## config.mk

```make
export PLATFORM = sky130hd
export DESIGN_NAME = prebias_tracking_thermal_supervisor
export DESIGN_NICKNAME = d
export VERILOG_FILES = /design/src/inc/supervisor_pkg.sv /design/src/rtl/prebias_tracking_thermal_supervisor.sv
export SDC_FILE = /design/constraint.sdc
export NUM_CORES = 2
export LEC_CHECK = 0
export BUFFER_PORTS_ARGS = -buffer_cell sky130_fd_sc_hd__buf_2
export CAP_MARGIN = 30
export CORE_MARGIN = 2
export CORE_UTILIZATION = 60
export CTS_BUF_LIST = sky130_fd_sc_hd__clkbuf_8
export CTS_CLUSTER_SIZE = 10
export DETAILED_ROUTE_END_ITERATION = 10
export PLACE_DENSITY = 0.77
export SLEW_MARGIN = 20
export SYNTH_ARGS = -nofsm -noshare
export SYNTH_HDL_FRONTEND = slang
export SYNTH_SLANG_ARGS = --single-unit
```

## constraint.sdc

```tcl
create_clock -name clk -period 210 [get_ports clk]
set_input_delay 10.5 -clock clk [delete_from_list [all_inputs] [get_ports clk]]
set_output_delay 10.5 -clock clk [all_outputs]
set_load 0.1 [all_outputs]
```

## src/inc/supervisor_pkg.sv

```systemverilog
package supervisor_pkg;
	localparam int CLK_MHZ = 100;
	localparam int US_CYCLES = CLK_MHZ;
	localparam int CHECK_INTERVAL_MS = 10;
	localparam int MS_CYCLES = CLK_MHZ * 1000;
	localparam int CHECK_CYCLES = CHECK_INTERVAL_MS * MS_CYCLES;
	localparam logic [15:0] PREBIAS_MIN_MV = 16'h00c8;
	localparam logic [15:0] PG_TRACK_MV = 16'h01c2;
	localparam logic [15:0] STABLE_WINDOW_MV = 16'h0064;
	localparam logic [15:0] TRACK_STRAP_MAX_OHM = 16'h107c;
	localparam logic [15:0] VOUT_DEFAULT_MV = 16'h1482;
	localparam logic [15:0] HARD_TRIP_DEFAULT = 16'h0087;
	localparam logic [7:0] PCT_DIV = 8'h64;
	localparam logic [7:0] OV_TRACK_PCT = 8'h70;
	localparam logic [7:0] OV_NORMAL_PCT = 8'h73;
	localparam logic [7:0] UV_PCT = 8'h55;
	localparam logic [7:0] PG_ON_PCT = 8'h5a;
	localparam logic [7:0] PG_OFF_PCT = 8'h55;
	localparam logic [16:0] RATIO_SCALE = 17'h186a0;
	localparam int BANDS = 8;
	typedef logic [15:0] band_edge_type [BANDS-1];
	typedef logic [16:0] band_ratio_type [BANDS];
	localparam band_edge_type BAND_EDGE_MV = '{16'h03de, 16'h0460, 16'h0500, 16'h05dc,
		16'h071c, 16'h08f2, 16'h0c30};
	localparam band_ratio_type BAND_RATIO = '{17'h184db, 17'h1589e, 17'h12c61, 17'h10024,
		17'h0d3e7, 17'h0a7aa, 17'h07b6d, 17'h04f30};
	localparam logic [7:0] REG_CTRL = 8'h00;
	localparam logic [7:0] REG_VOUT_COMMAND = 8'h04;
	localparam logic [7:0] REG_OV_LIMIT = 8'h08;
	localparam logic [7:0] REG_TON_DELAY = 8'h0c;
	localparam logic [7:0] REG_TON_RISE = 8'h10;
	localparam logic [7:0] REG_TOFF_DELAY = 8'h14;
	localparam logic [7:0] REG_TOFF_FALL = 8'h18;
	localparam logic [7:0] REG_OT_LIMIT = 8'h1c;
	localparam logic [7:0] REG_OT_HYST = 8'h20;
	localparam logic [7:0] REG_OT_RESPONSE = 8'h24;
	localparam logic [7:0] REG_OT_DELAY = 8'h28;
	localparam logic [7:0] REG_STATUS = 8'h2c;
	localparam logic [7:0] REG_REFERENCE = 8'h30;
	localparam int CTRL_SOFT_STOP = 0;
	localparam int CTRL_VOUT_DEFINED = 1;
	localparam int CTRL_OV_OVERRIDE = 2;
	localparam int CTRL_OT_CLEAR = 3;
	localparam logic [15:0] TON_DELAY_RESET = 16'h0000;
	localparam logic [15:0] TON_RISE_RESET = 16'h0001;
	localparam logic [15:0] TIME_MIN = 16'h0001;
	localparam logic [15:0] OT_LIMIT_RESET = 16'h0078;
	localparam logic [15:0] OT_HYST_RESET = 16'h000a;
	localparam logic [1:0] OT_CONTINUE = 2'h0;
	localparam logic [1:0] OT_DELAYED = 2'h1;
	localparam logic [1:0] OT_LATCHED = 2'h2;
	localparam logic [1:0] OT_RESTART = 2'h3;
	typedef enum logic [3:0] {
		ST_IDLE, ST_PREBIAS, ST_BLOCKED, ST_ON_DELAY, ST_RAMP, ST_REGULATE,
		ST_OFF_DELAY, ST_FALL, ST_FAULT
	} state_type;
endpackage : supervisor_pkg

```

## src/rtl/prebias_tracking_thermal_supervisor.sv

```systemverilog
// What this block does
// - at enable, pre-bias above overvoltage limit skips the soft-start ramp
// - pre-bias under 200 mV ramps from zero
// - pre-bias above 200 mV and below target ramps from the measured level
// - rectifiers never sink current in startup, turn-off or fault shutdown
// - strap resistance of 4.22 kohm or less selects tracking mode
// - tracking regulates to the lower of tracking level and setpoint
// - divider ratio chosen from setpoint across eight bands
// - undefined setpoint means 5.25 V and the smallest ratio
// - tracking calibration starts after two stable checks above 450 mV
// - tracking power good rises when calibration finishes
// - tracking power good drops at a 10 ms check below 450 mV
// - tracking overvoltage limit is 12 percent over setpoint unless overridden
// - tracking disables undervoltage protection
// - tracking forces turn-on delay and rise time to minimum
// - tracking soft-stop follows the lower of fall level and tracking level
// - temperature is compared with the configurable fault limit all the time
// - four over-temperature responses are supported
// - restart response is the default
// - over-temperature fault holds until temperature drops by the hysteresis
// - fixed thermal shutdown acts regardless of configuration
// - soft-stop is off after reset
//
// Our own choices: the address map and the plain strobed port.
`timescale 1ns/1ns
module prebias_tracking_thermal_supervisor #(
	parameter int ms_cycles = supervisor_pkg::MS_CYCLES,
	parameter int check_cycles = supervisor_pkg::CHECK_CYCLES,
	parameter logic [15:0] hard_trip_limit = supervisor_pkg::HARD_TRIP_DEFAULT
) (
	input wire logic clk,
	input wire logic arst_n,
	input wire logic [7:0] addr,
	input wire logic [31:0] wdata,
	input wire logic wr,
	input wire logic rd,
	output logic [31:0] rdata,
	input wire logic output_enable,
	input wire logic [15:0] vout_mv,
	input wire logic [15:0] tracking_input_pin,
	input wire logic [15:0] temperature,
	input wire logic [15:0] strap_ohm,
	input wire logic calib_done,
	output logic [15:0] reference_mv,
	output logic switching_en,
	output logic sink_en,
	output logic power_good_output,
	output logic calib_run,
	output logic ot_fault
);
	typedef supervisor_pkg::state_type st_type;
	st_type state;
	st_type next_state;
	logic [3:0] ctrl;
	logic [15:0] vout_command, ov_limit, ton_delay, ton_rise, toff_delay, toff_fall;
	logic [15:0] ot_limit, ot_hyst, ot_delay;
	logic [1:0] ot_response;
	logic tracking, strap_done, ot_latched, ot_delay_expired, prebias_hi;
	logic [15:0] vcmd_eff, track_level, target_mv, ov_eff, uv_eff, pg_on, pg_off;
	logic [16:0] ratio;
	logic [15:0] time_cnt, fall_level, last_sample;
	logic [6:0] us_cnt;
	logic us_tick, ms_tick, check_tick, enable_d;
	logic [31:0] ms_cnt, check_cnt;
	logic [15:0] ot_delay_cnt;
	logic [1:0] stable_count;
	logic hard_trip, ot_shutdown, ov_trip, uv_trip, enable_rise;

	function automatic logic [15:0] pct(input logic [15:0] v, input logic [7:0] p);
		logic [23:0] prod;
		prod = 24'(v) * 24'(p);
		return 16'(prod / 24'(supervisor_pkg::PCT_DIV));
	endfunction : pct

	function automatic logic [16:0] band_ratio(input logic [15:0] v);
		logic [16:0] r;
		r = supervisor_pkg::BAND_RATIO[supervisor_pkg::BANDS-1];
		for (int i = supervisor_pkg::BANDS - 2; i >= 0; i--) begin
			if (v < supervisor_pkg::BAND_EDGE_MV[i]) begin
				r = supervisor_pkg::BAND_RATIO[i];
			end
		end
		return r;
	endfunction : band_ratio

	function automatic logic [15:0] min16(input logic [15:0] a, input logic [15:0] b);
		return (a < b) ? a : b;
	endfunction : min16

	// setpoint, ratio and tracking level
	always_comb begin
		logic [33:0] scaled;
		scaled = 34'(tracking_input_pin) * 34'(supervisor_pkg::RATIO_SCALE);
		vcmd_eff = ctrl[supervisor_pkg::CTRL_VOUT_DEFINED] ? vout_command :
			supervisor_pkg::VOUT_DEFAULT_MV;
		ratio = band_ratio(vcmd_eff);
		track_level = 16'(scaled / 34'(ratio));
		target_mv = tracking ? min16(track_level, vcmd_eff) : vcmd_eff;
		ov_eff = ctrl[supervisor_pkg::CTRL_OV_OVERRIDE] ? ov_limit :
			pct(vcmd_eff, tracking ? supervisor_pkg::OV_TRACK_PCT :
			supervisor_pkg::OV_NORMAL_PCT);
		uv_eff = pct(vcmd_eff, supervisor_pkg::UV_PCT);
		pg_on = pct(vcmd_eff, supervisor_pkg::PG_ON_PCT);
		pg_off = pct(vcmd_eff, supervisor_pkg::PG_OFF_PCT);
	end

	// register writes
	always_ff @(posedge clk or negedge arst_n) begin
		if (!arst_n) begin
			ctrl <= 4'h0;
			vout_command <= supervisor_pkg::VOUT_DEFAULT_MV;
			ov_limit <= 16'h0000;
			ton_delay <= supervisor_pkg::TON_DELAY_RESET;
			ton_rise <= supervisor_pkg::TON_RISE_RESET;
			toff_delay <= supervisor_pkg::TON_DELAY_RESET;
			toff_fall <= supervisor_pkg::TON_RISE_RESET;
			ot_limit <= supervisor_pkg::OT_LIMIT_RESET;
			ot_hyst <= supervisor_pkg::OT_HYST_RESET;
			ot_response <= supervisor_pkg::OT_RESTART;
			ot_delay <= 16'h0000;
		end else begin
			ctrl[supervisor_pkg::CTRL_OT_CLEAR] <= 1'b0;
			if (wr) begin
				if (addr == supervisor_pkg::REG_CTRL) begin
					ctrl <= wdata[3:0];
				end else if (addr == supervisor_pkg::REG_VOUT_COMMAND) begin
					vout_command <= wdata[15:0];
				end else if (addr == supervisor_pkg::REG_OV_LIMIT) begin
					ov_limit <= wdata[15:0];
				end else if (addr == supervisor_pkg::REG_TON_DELAY) begin
					ton_delay <= wdata[15:0];
				end else if (addr == supervisor_pkg::REG_TON_RISE) begin
					ton_rise <= wdata[15:0];
				end else if (addr == supervisor_pkg::REG_TOFF_DELAY) begin
					toff_delay <= wdata[15:0];
				end else if (addr == supervisor_pkg::REG_TOFF_FALL) begin
					toff_fall <= wdata[15:0];
				end else if (addr == supervisor_pkg::REG_OT_LIMIT) begin
					ot_limit <= wdata[15:0];
				end else if (addr == supervisor_pkg::REG_OT_HYST) begin
					ot_hyst <= wdata[15:0];
				end else if (addr == supervisor_pkg::REG_OT_RESPONSE) begin
					ot_response <= wdata[1:0];
				end else if (addr == supervisor_pkg::REG_OT_DELAY) begin
					ot_delay <= wdata[15:0];
				end
			end
		end
	end

	// register reads
	always_ff @(posedge clk or negedge arst_n) begin
		if (!arst_n) begin
			rdata <= 32'h0000_0000;
		end else if (rd) begin
			if (addr == supervisor_pkg::REG_CTRL) begin
				rdata <= {29'h0, ctrl[2:0]};
			end else if (addr == supervisor_pkg::REG_VOUT_COMMAND) begin
				rdata <= {16'h0, vout_command};
			end else if (addr == supervisor_pkg::REG_OV_LIMIT) begin
				rdata <= {16'h0, ov_eff};
			end else if (addr == supervisor_pkg::REG_TON_DELAY) begin
				rdata <= {16'h0, ton_delay};
			end else if (addr == supervisor_pkg::REG_TON_RISE) begin
				rdata <= {16'h0, ton_rise};
			end else if (addr == supervisor_pkg::REG_TOFF_DELAY) begin
				rdata <= {16'h0, toff_delay};
			end else if (addr == supervisor_pkg::REG_TOFF_FALL) begin
				rdata <= {16'h0, toff_fall};
			end else if (addr == supervisor_pkg::REG_OT_LIMIT) begin
				rdata <= {16'h0, ot_limit};
			end else if (addr == supervisor_pkg::REG_OT_HYST) begin
				rdata <= {16'h0, ot_hyst};
			end else if (addr == supervisor_pkg::REG_OT_RESPONSE) begin
				rdata <= {30'h0, ot_response};
			end else if (addr == supervisor_pkg::REG_OT_DELAY) begin
				rdata <= {16'h0, ot_delay};
			end else if (addr == supervisor_pkg::REG_STATUS) begin
				rdata <= {20'h0, ratio == supervisor_pkg::BAND_RATIO[supervisor_pkg::BANDS-1],
					ot_latched, hard_trip, prebias_hi, tracking, power_good_output,
					ot_fault, calib_run, 4'(state)};
			end else if (addr == supervisor_pkg::REG_REFERENCE) begin
				rdata <= {15'h0, ratio};
			end else begin
				rdata <= 32'h0000_0000;
			end
		end else begin
			rdata <= 32'h0000_0000;
		end
	end

	// strap captured once after reset release
	always_ff @(posedge clk or negedge arst_n) begin
		if (!arst_n) begin
			strap_done <= 1'b0;
			tracking <= 1'b0;
		end else if (!strap_done) begin
			strap_done <= 1'b1;
			tracking <= strap_ohm <= supervisor_pkg::TRACK_STRAP_MAX_OHM;
		end
	end

	// time base
	always_ff @(posedge clk or negedge arst_n) begin
		if (!arst_n) begin
			us_cnt <= 7'h00;
			us_tick <= 1'b0;
			ms_cnt <= 32'h0;
			ms_tick <= 1'b0;
			check_cnt <= 32'h0;
			check_tick <= 1'b0;
		end else begin
			us_tick <= us_cnt == 7'(supervisor_pkg::US_CYCLES - 1);
			us_cnt <= (us_cnt == 7'(supervisor_pkg::US_CYCLES - 1)) ? 7'h00 : us_cnt + 7'h01;
			ms_tick <= ms_cnt == 32'(ms_cycles - 1);
			ms_cnt <= (ms_cnt == 32'(ms_cycles - 1)) ? 32'h0 : ms_cnt + 32'h1;
			check_tick <= check_cnt == 32'(check_cycles - 1);
			check_cnt <= (check_cnt == 32'(check_cycles - 1)) ? 32'h0 : check_cnt + 32'h1;
		end
	end

	// over-temperature, overvoltage and undervoltage detection
	assign hard_trip = temperature >= hard_trip_limit;
	assign ov_trip = vout_mv > ov_eff;
	assign uv_trip = !tracking && vout_mv < uv_eff;
	assign enable_rise = output_enable && !enable_d;
	assign ot_delay_expired = ot_delay_cnt >= ot_delay;
	always_comb begin
		ot_shutdown = 1'b0;
		case (ot_response)
			supervisor_pkg::OT_CONTINUE: ot_shutdown = 1'b0;
			supervisor_pkg::OT_DELAYED: ot_shutdown = ot_fault && ot_delay_expired;
			supervisor_pkg::OT_LATCHED: ot_shutdown = ot_fault || ot_latched;
			default: ot_shutdown = ot_fault;
		endcase
	end

	always_ff @(posedge clk or negedge arst_n) begin
		if (!arst_n) begin
			ot_fault <= 1'b0;
			ot_latched <= 1'b0;
			ot_delay_cnt <= 16'h0000;
			enable_d <= 1'b0;
		end else begin
			enable_d <= output_enable;
			if (temperature > ot_limit) begin
				ot_fault <= 1'b1;
			end else if (temperature <= ot_limit - ot_hyst) begin
				ot_fault <= 1'b0;
			end
			if (ot_fault && ot_response == supervisor_pkg::OT_LATCHED) begin
				ot_latched <= 1'b1;
			end else if (ctrl[supervisor_pkg::CTRL_OT_CLEAR] || enable_rise) begin
				ot_latched <= 1'b0;
			end
			if (!ot_fault) begin
				ot_delay_cnt <= 16'h0000;
			end else if (ms_tick && !ot_delay_expired) begin
				ot_delay_cnt <= ot_delay_cnt + 16'h0001;
			end
		end
	end

	// sequencing
	always_comb begin
		next_state = state;
		case (state)
			supervisor_pkg::ST_IDLE: begin
				if (output_enable && strap_done && !ot_shutdown && !hard_trip) begin
					next_state = supervisor_pkg::ST_PREBIAS;
				end
			end
			supervisor_pkg::ST_PREBIAS: begin
				next_state = ov_trip ? supervisor_pkg::ST_BLOCKED :
					supervisor_pkg::ST_ON_DELAY;
			end
			supervisor_pkg::ST_BLOCKED: begin
				if (!output_enable) begin
					next_state = supervisor_pkg::ST_IDLE;
				end
			end
			supervisor_pkg::ST_ON_DELAY: begin
				if (!output_enable) begin
					next_state = supervisor_pkg::ST_IDLE;
				end else if (tracking || time_cnt >= ton_delay) begin
					next_state = supervisor_pkg::ST_RAMP;
				end
			end
			supervisor_pkg::ST_RAMP: begin
				if (!output_enable) begin
					next_state = supervisor_pkg::ST_OFF_DELAY;
				end else if (reference_mv >= target_mv) begin
					next_state = supervisor_pkg::ST_REGULATE;
				end
			end
			supervisor_pkg::ST_REGULATE: begin
				if (!output_enable) begin
					next_state = supervisor_pkg::ST_OFF_DELAY;
				end else if (ov_trip || uv_trip) begin
					next_state = supervisor_pkg::ST_FAULT;
				end
			end
			supervisor_pkg::ST_OFF_DELAY: begin
				if (!ctrl[supervisor_pkg::CTRL_SOFT_STOP]) begin
					next_state = supervisor_pkg::ST_IDLE;
				end else if (time_cnt >= toff_delay) begin
					next_state = supervisor_pkg::ST_FALL;
				end
			end
			supervisor_pkg::ST_FALL: begin
				if (reference_mv == 16'h0000) begin
					next_state = supervisor_pkg::ST_IDLE;
				end
			end
			default: begin
				if (!output_enable) begin
					next_state = supervisor_pkg::ST_IDLE;
				end
			end
		endcase
		if (state != supervisor_pkg::ST_IDLE && state != supervisor_pkg::ST_FAULT &&
			(ot_shutdown || hard_trip)) begin
			next_state = supervisor_pkg::ST_IDLE;
		end
	end

	always_ff @(posedge clk or negedge arst_n) begin
		if (!arst_n) begin
			state <= supervisor_pkg::ST_IDLE;
		end else begin
			state <= next_state;
		end
	end

	// pre-bias capture, delays and reference ramp
	always_ff @(posedge clk or negedge arst_n) begin
		if (!arst_n) begin
			reference_mv <= 16'h0000;
			time_cnt <= 16'h0000;
			fall_level <= 16'h0000;
			prebias_hi <= 1'b0;
		end else begin
			if (next_state != state) begin
				time_cnt <= 16'h0000;
			end else if (us_tick) begin
				time_cnt <= time_cnt + 16'h0001;
			end
			case (state)
				supervisor_pkg::ST_PREBIAS: begin
					prebias_hi <= vout_mv >= supervisor_pkg::PREBIAS_MIN_MV;
					if (vout_mv < supervisor_pkg::PREBIAS_MIN_MV) begin
						reference_mv <= 16'h0000;
					end else begin
						reference_mv <= min16(vout_mv, target_mv);
					end
				end
				supervisor_pkg::ST_RAMP: begin
					if (us_tick && (tracking ||
						time_cnt >= (ton_rise < supervisor_pkg::TIME_MIN ?
						supervisor_pkg::TIME_MIN : ton_rise))) begin
						reference_mv <= min16(reference_mv + 16'h0001, target_mv);
					end
				end
				supervisor_pkg::ST_REGULATE: begin
					reference_mv <= target_mv;
					fall_level <= target_mv;
				end
				supervisor_pkg::ST_OFF_DELAY: begin
					fall_level <= reference_mv;
				end
				supervisor_pkg::ST_FALL: begin
					if (us_tick && time_cnt >= toff_fall && fall_level != 16'h0000) begin
						fall_level <= fall_level - 16'h0001;
					end
					reference_mv <= tracking ? min16(fall_level, track_level) :
						fall_level;
				end
				supervisor_pkg::ST_IDLE, supervisor_pkg::ST_BLOCKED,
				supervisor_pkg::ST_FAULT: begin
					reference_mv <= 16'h0000;
					if (state != supervisor_pkg::ST_BLOCKED) begin
						prebias_hi <= 1'b0;
					end
				end
				default: begin
				end
			endcase
		end
	end

	// drive and rectifier control
	always_ff @(posedge clk or negedge arst_n) begin
		if (!arst_n) begin
			switching_en <= 1'b0;
			sink_en <= 1'b0;
		end else begin
			switching_en <= state == supervisor_pkg::ST_RAMP ||
				state == supervisor_pkg::ST_REGULATE || state == supervisor_pkg::ST_OFF_DELAY ||
				state == supervisor_pkg::ST_FALL;
			sink_en <= state == supervisor_pkg::ST_REGULATE && !prebias_hi &&
				next_state == supervisor_pkg::ST_REGULATE;
		end
	end

	// calibration and power good
	always_ff @(posedge clk or negedge arst_n) begin
		if (!arst_n) begin
			last_sample <= 16'h0000;
			stable_count <= 2'h0;
			calib_run <= 1'b0;
			power_good_output <= 1'b0;
		end else if (!switching_en) begin
			stable_count <= 2'h0;
			calib_run <= 1'b0;
			power_good_output <= 1'b0;
		end else if (tracking) begin
			if (check_tick) begin
				last_sample <= vout_mv;
				if (vout_mv > supervisor_pkg::PG_TRACK_MV && (vout_mv > last_sample ?
					vout_mv - last_sample : last_sample - vout_mv) < supervisor_pkg::STABLE_WINDOW_MV) begin
					stable_count <= (stable_count == 2'h2) ? 2'h2 : stable_count + 2'h1;
				end else begin
					stable_count <= 2'h0;
				end
				if (vout_mv < supervisor_pkg::PG_TRACK_MV) begin
					power_good_output <= 1'b0;
				end
			end
			if (stable_count == 2'h2 && !power_good_output && !calib_done) begin
				calib_run <= 1'b1;
			end
			if (calib_run && calib_done) begin
				calib_run <= 1'b0;
				power_good_output <= 1'b1;
			end
		end else begin
			calib_run <= 1'b0;
			if (state == supervisor_pkg::ST_REGULATE && vout_mv >= pg_on) begin
				power_good_output <= 1'b1;
			end else if (vout_mv < pg_off) begin
				power_good_output <= 1'b0;
			end
		end
	end

	skip_ramp_a: assert property (@(posedge clk) disable iff (!arst_n)
		state == supervisor_pkg::ST_PREBIAS && ov_trip && !hard_trip && !ot_shutdown
		|=> state == supervisor_pkg::ST_BLOCKED
		##1 !switching_en) else $error("overvoltage pre-bias did not skip ramp");
	zero_start_a: assert property (@(posedge clk) disable iff (!arst_n)
		state == supervisor_pkg::ST_PREBIAS && vout_mv < supervisor_pkg::PREBIAS_MIN_MV
		|=> reference_mv == 16'h0000) else $error("low pre-bias not started from zero");
	bias_start_a: assert property (@(posedge clk) disable iff (!arst_n)
		state == supervisor_pkg::ST_PREBIAS && vout_mv >= supervisor_pkg::PREBIAS_MIN_MV
		&& vout_mv < target_mv |=> reference_mv == $past(vout_mv))
		else $error("ramp not started at pre-bias level");
	no_sink_a: assert property (@(posedge clk) disable iff (!arst_n)
		sink_en |-> !prebias_hi && $past(state) == supervisor_pkg::ST_REGULATE)
		else $error("rectifier sinking outside regulation");
	track_cap_a: assert property (@(posedge clk) disable iff (!arst_n)
		tracking && state == supervisor_pkg::ST_REGULATE ##1 state == supervisor_pkg::ST_REGULATE
		|-> reference_mv <= vcmd_eff) else $error("tracking reference above setpoint");
	pg_rise_a: assert property (@(posedge clk) disable iff (!arst_n)
		tracking && switching_en && calib_run && calib_done |=> power_good_output)
		else $error("power good not raised after calibration");
	no_uv_a: assert property (@(posedge clk) disable iff (!arst_n)
		tracking && state == supervisor_pkg::ST_REGULATE && output_enable && !ov_trip
		&& !ot_shutdown && !hard_trip |=> state == supervisor_pkg::ST_REGULATE)
		else $error("undervoltage active while tracking");
	min_delay_a: assert property (@(posedge clk) disable iff (!arst_n)
		tracking && state == supervisor_pkg::ST_ON_DELAY && output_enable && !hard_trip
		&& !ot_shutdown |=> state == supervisor_pkg::ST_RAMP)
		else $error("turn-on delay applied while tracking");
	hyst_hold_a: assert property (@(posedge clk) disable iff (!arst_n)
		ot_fault && temperature > ot_limit - ot_hyst |=> ot_fault)
		else $error("over-temperature released above hysteresis");
	hard_trip_a: assert property (@(posedge clk) disable iff (!arst_n)
		hard_trip [*2] |=> !switching_en) else $error("hard thermal limit ignored");
	ramp_c: cover property (@(posedge clk) disable iff (!arst_n)
		state == supervisor_pkg::ST_RAMP ##1 state == supervisor_pkg::ST_REGULATE);
	calib_c: cover property (@(posedge clk) disable iff (!arst_n)
		calib_run ##1 power_good_output);
	fall_c: cover property (@(posedge clk) disable iff (!arst_n)
		state == supervisor_pkg::ST_FALL);
endmodule : prebias_tracking_thermal_supervisor

```

==> impl_metrics.py <==
metrics = {
    "synth": {
        "synth_seq_cells": 337,
        "synth_cell_types": 149,
        "syn_area_um2": 68800,
        "synth-seq-area-share": 0.123,
        "synth-main-ff-cell": "dfrtp_1",
        "synth_edf_count": 0,
        "avgSynthCellArea_um2": 7.48,
        "yosysWarnings": 0,
        "syn_inst": 9195,
        "synthArstFlopShare": 1.00,
    },
    "routing": {
        "routed-wl-met3_um": 19000,
        "drc": 0,
        "wl_met1_um": 90800,
        "first_pass_iters": 9,
        "wl_per_cell_um": 20.4,
        "highest_layer": "met4",
        "met2_length_um": 97200,
        "via_count": 71012,
        "wirelength_um": 219000,
        "ant_nets": 0,
        "drtIter0Drc": 6635,
        "vias_per_cell": 6.63,
    },
    "sta": {
        "finalHoldViolCount": 0,
        "clock_skew_ns": 0.0691,
        "fin_crit_sh": 0.509,
        "setup_viol": 0,
        "rsz0062_at_grt": "false",
        "worst_pin_slew_ns": 1.11,
        "finalSetupTns_ns": 0,
        "slew_headroom": 0.251,
        "slew_viol_final": 0,
        "max_freq_ghz": 0.00935,
        "finalCriticalPeriod_ns": 106.98,
    },
    "grt": {
        "grt_usage": 0.358,
        "antenna_found_initial": 7,
        "overflow": 0,
        "first_global_vias": 66070,
        "grt_pass1_wl_um": 347000,
        "grt_max_degree": 163,
    },
    "clock_network": {
        "holdBufCountCts": 0,
        "cts_setup_buffers": 0,
        "clockBufferDepth": 3,
        "clock-sinks": 337,
        "root_buffer": "clkbuf_8",
        "ctsHtreeMaxLevel": 2,
        "clock_latency_ns": 0.75,
        "post_cts_resized": 0,
        "clkSlewWorstSetupHoldPaths_ns": 0.07,
        "cts_tree": "built",
        "cts_inserted_buffers": 56,
    },
    "critical_path": {
        "slowest_delay_ns": 0.96,
        "reg2reg_from": "ctrl[1]",
        "slowest_stage": "or4_1",
        "crit_required_ns": 210.60,
        "path_buf_inv": 31,
        "arrival_ns": 107.58,
        "path_common_cell": "o21a_1",
        "critPathCaptureType": "flip-flop",
        "criticalPathCategory": "input port to flip-flop",
        "critPathLaunchType": "input port",
        "path_max_fanout": 44,
        "startpoint": "tracking_input_pin[0]",
        "cp_top_family": "compound AO/OA/AOI/OAI gates",
    },
    "final_layout": {
        "multi_input_area_um2": 56300,
        "drive_above_1_share": 0.0794,
        "instances_no_fill": 10708,
        "nFillCells": 10279,
        "regArea_um2": 8450,
        "layout_common_cells": "ha_1 (892), nand2_1 (869), nor2_1 (688)",
        "postLayoutCoreUtil": 0.629,
        "area_delta_synth_final_pct": 4.38,
        "final_common_cell": "ha_1",
        "fin_nets": 10276,
    },
    "outcome": {
        "status": "complete, no violations",
    },
    "placement": {
        "gp_congestion": 1.02,
        "dp.cells": 10589,
        "io_buffers": 131,
        "dp_hpwl_um": 173000,
    },
    "floorplanning": {
        "dieArea_um2": 117000,
        "die_height_um": 343,
        "core_um2": 114000,
        "initial_core_util": 0.603,
        "die_x_um": 343,
        "rows": 124,
        "io_pins": 163,
    },
    "min_path": {
        "worstHoldStart": "ms_cnt[0]",
        "hp-class": "flip-flop to flip-flop",
    },
    "job": {
        "max_cap_viol_count": 0,
    },
}
## sequential cells by signal, summed over array words and instances (netlist names), 2 cells and up
register      cells
us_cnt            7
ot_response       2
check_cnt        32
ot_limit         16
ot_delay_cnt     16
toff_delay       16
rdata            17
time_cnt         16
toff_fall        16
ton_rise         16
ot_hyst          16
ton_delay        16
ot_delay         16
ctrl              4
fall_level       16
ov_limit         16
last_sample      16
vout_command     16
state             4
stable_count      2
reference_mv     16
ms_cnt           32
## per-layer routing
layer | global-route usage | up-vias
met5 | 0 | -
met4 | 0.169 | 0
met3 | 0.0586 | 689
met2 | 0.582 | 3135
met1 | 0.462 | 33422
li1 | - | 33766
## cells in the mapped netlist, drive strengths merged, types with 128 or more instances
master / count / area share
a21oi: 539 / 0.040
ha: 892 / 0.16
nor3: 349 / 0.026
dfrtp: 323 / 0.12
o21a: 232 / 0.025
mux2: 162 / 0.027
nand3: 276 / 0.020
o21ai: 674 / 0.049
inv: 659 / 0.036
xnor2: 344 / 0.044
nor2: 695 / 0.038
nand2: 873 / 0.048
nor2b: 128 / 0.012
clkbuf: 233 / 0.013
nand2b: 173 / 0.016
o31ai: 184 / 0.020
xor2: 149 / 0.019
a21o: 188 / 0.021
nand4: 146 / 0.013
## cell families (layout without fill, tap and decap cells)
| family | count (synthesis) | after routing | share of synthesized area |
|---|---|---|---|
| AO/OA/AOI/OAI | 2777 | 2777 | 0.275 |
| XOR/XNOR | 495 | 495 | 0.0641 |
| adder cells (fa/ha/maj) | 1024 | 1024 | 0.200 |
| buffers and inverters | 1013 | 996 | 0.0599 |
| flip-flops | 337 | 337 | 0.123 |
| multiplexers | 261 | 261 | 0.0412 |
| other | 2 | 20 | 0.000109 |
| AND/OR/NAND/NOR | 3286 | 3286 | 0.237 |
## metrics by stage
step	hold slack, ns	worst slack (ns)	instance area, µm²
2_1_floorplan	0.433	112.72	68800
3_3_place_gp	0.449	105.41	70500
3_5_place_dp	0.456	103.50	70500
4_1_cts	0.465	103.99	71700
5_1_grt	0.476	95.17	71800
6_report	0.461	103.02	71800
## final cells by class
type / instances / share of cell area
well taps: 1512 / 0.0264
inverters: 664 / 0.0349
flip-flops and latches: 337 / 0.118
clock buffers: 69 / 0.0132
diodes: 3 / 0.000105
repair buffers: 228 / 0.0197
clock inverters: 35 / 0.00324
multi-input cells: 7860 / 0.785
## path summary, 6_finish.rpt
kind                       slack, ns       endpoint  cells after the start
setup / recovery              103.02    time_cnt[6]                    435
hold / removal                  0.46      ms_cnt[0]                      1
setup reg to reg              112.37    time_cnt[6]                    428
hold reg to reg                 0.46      ms_cnt[0]                      1
max in group asynchronous     198.65  check_cnt[17]                      2
min in group asynchronous       9.81      us_cnt[6]                      1
Power is not shown: default switching activity piles up to over one toggle a cycle in this logic, so the estimate is an artifact.
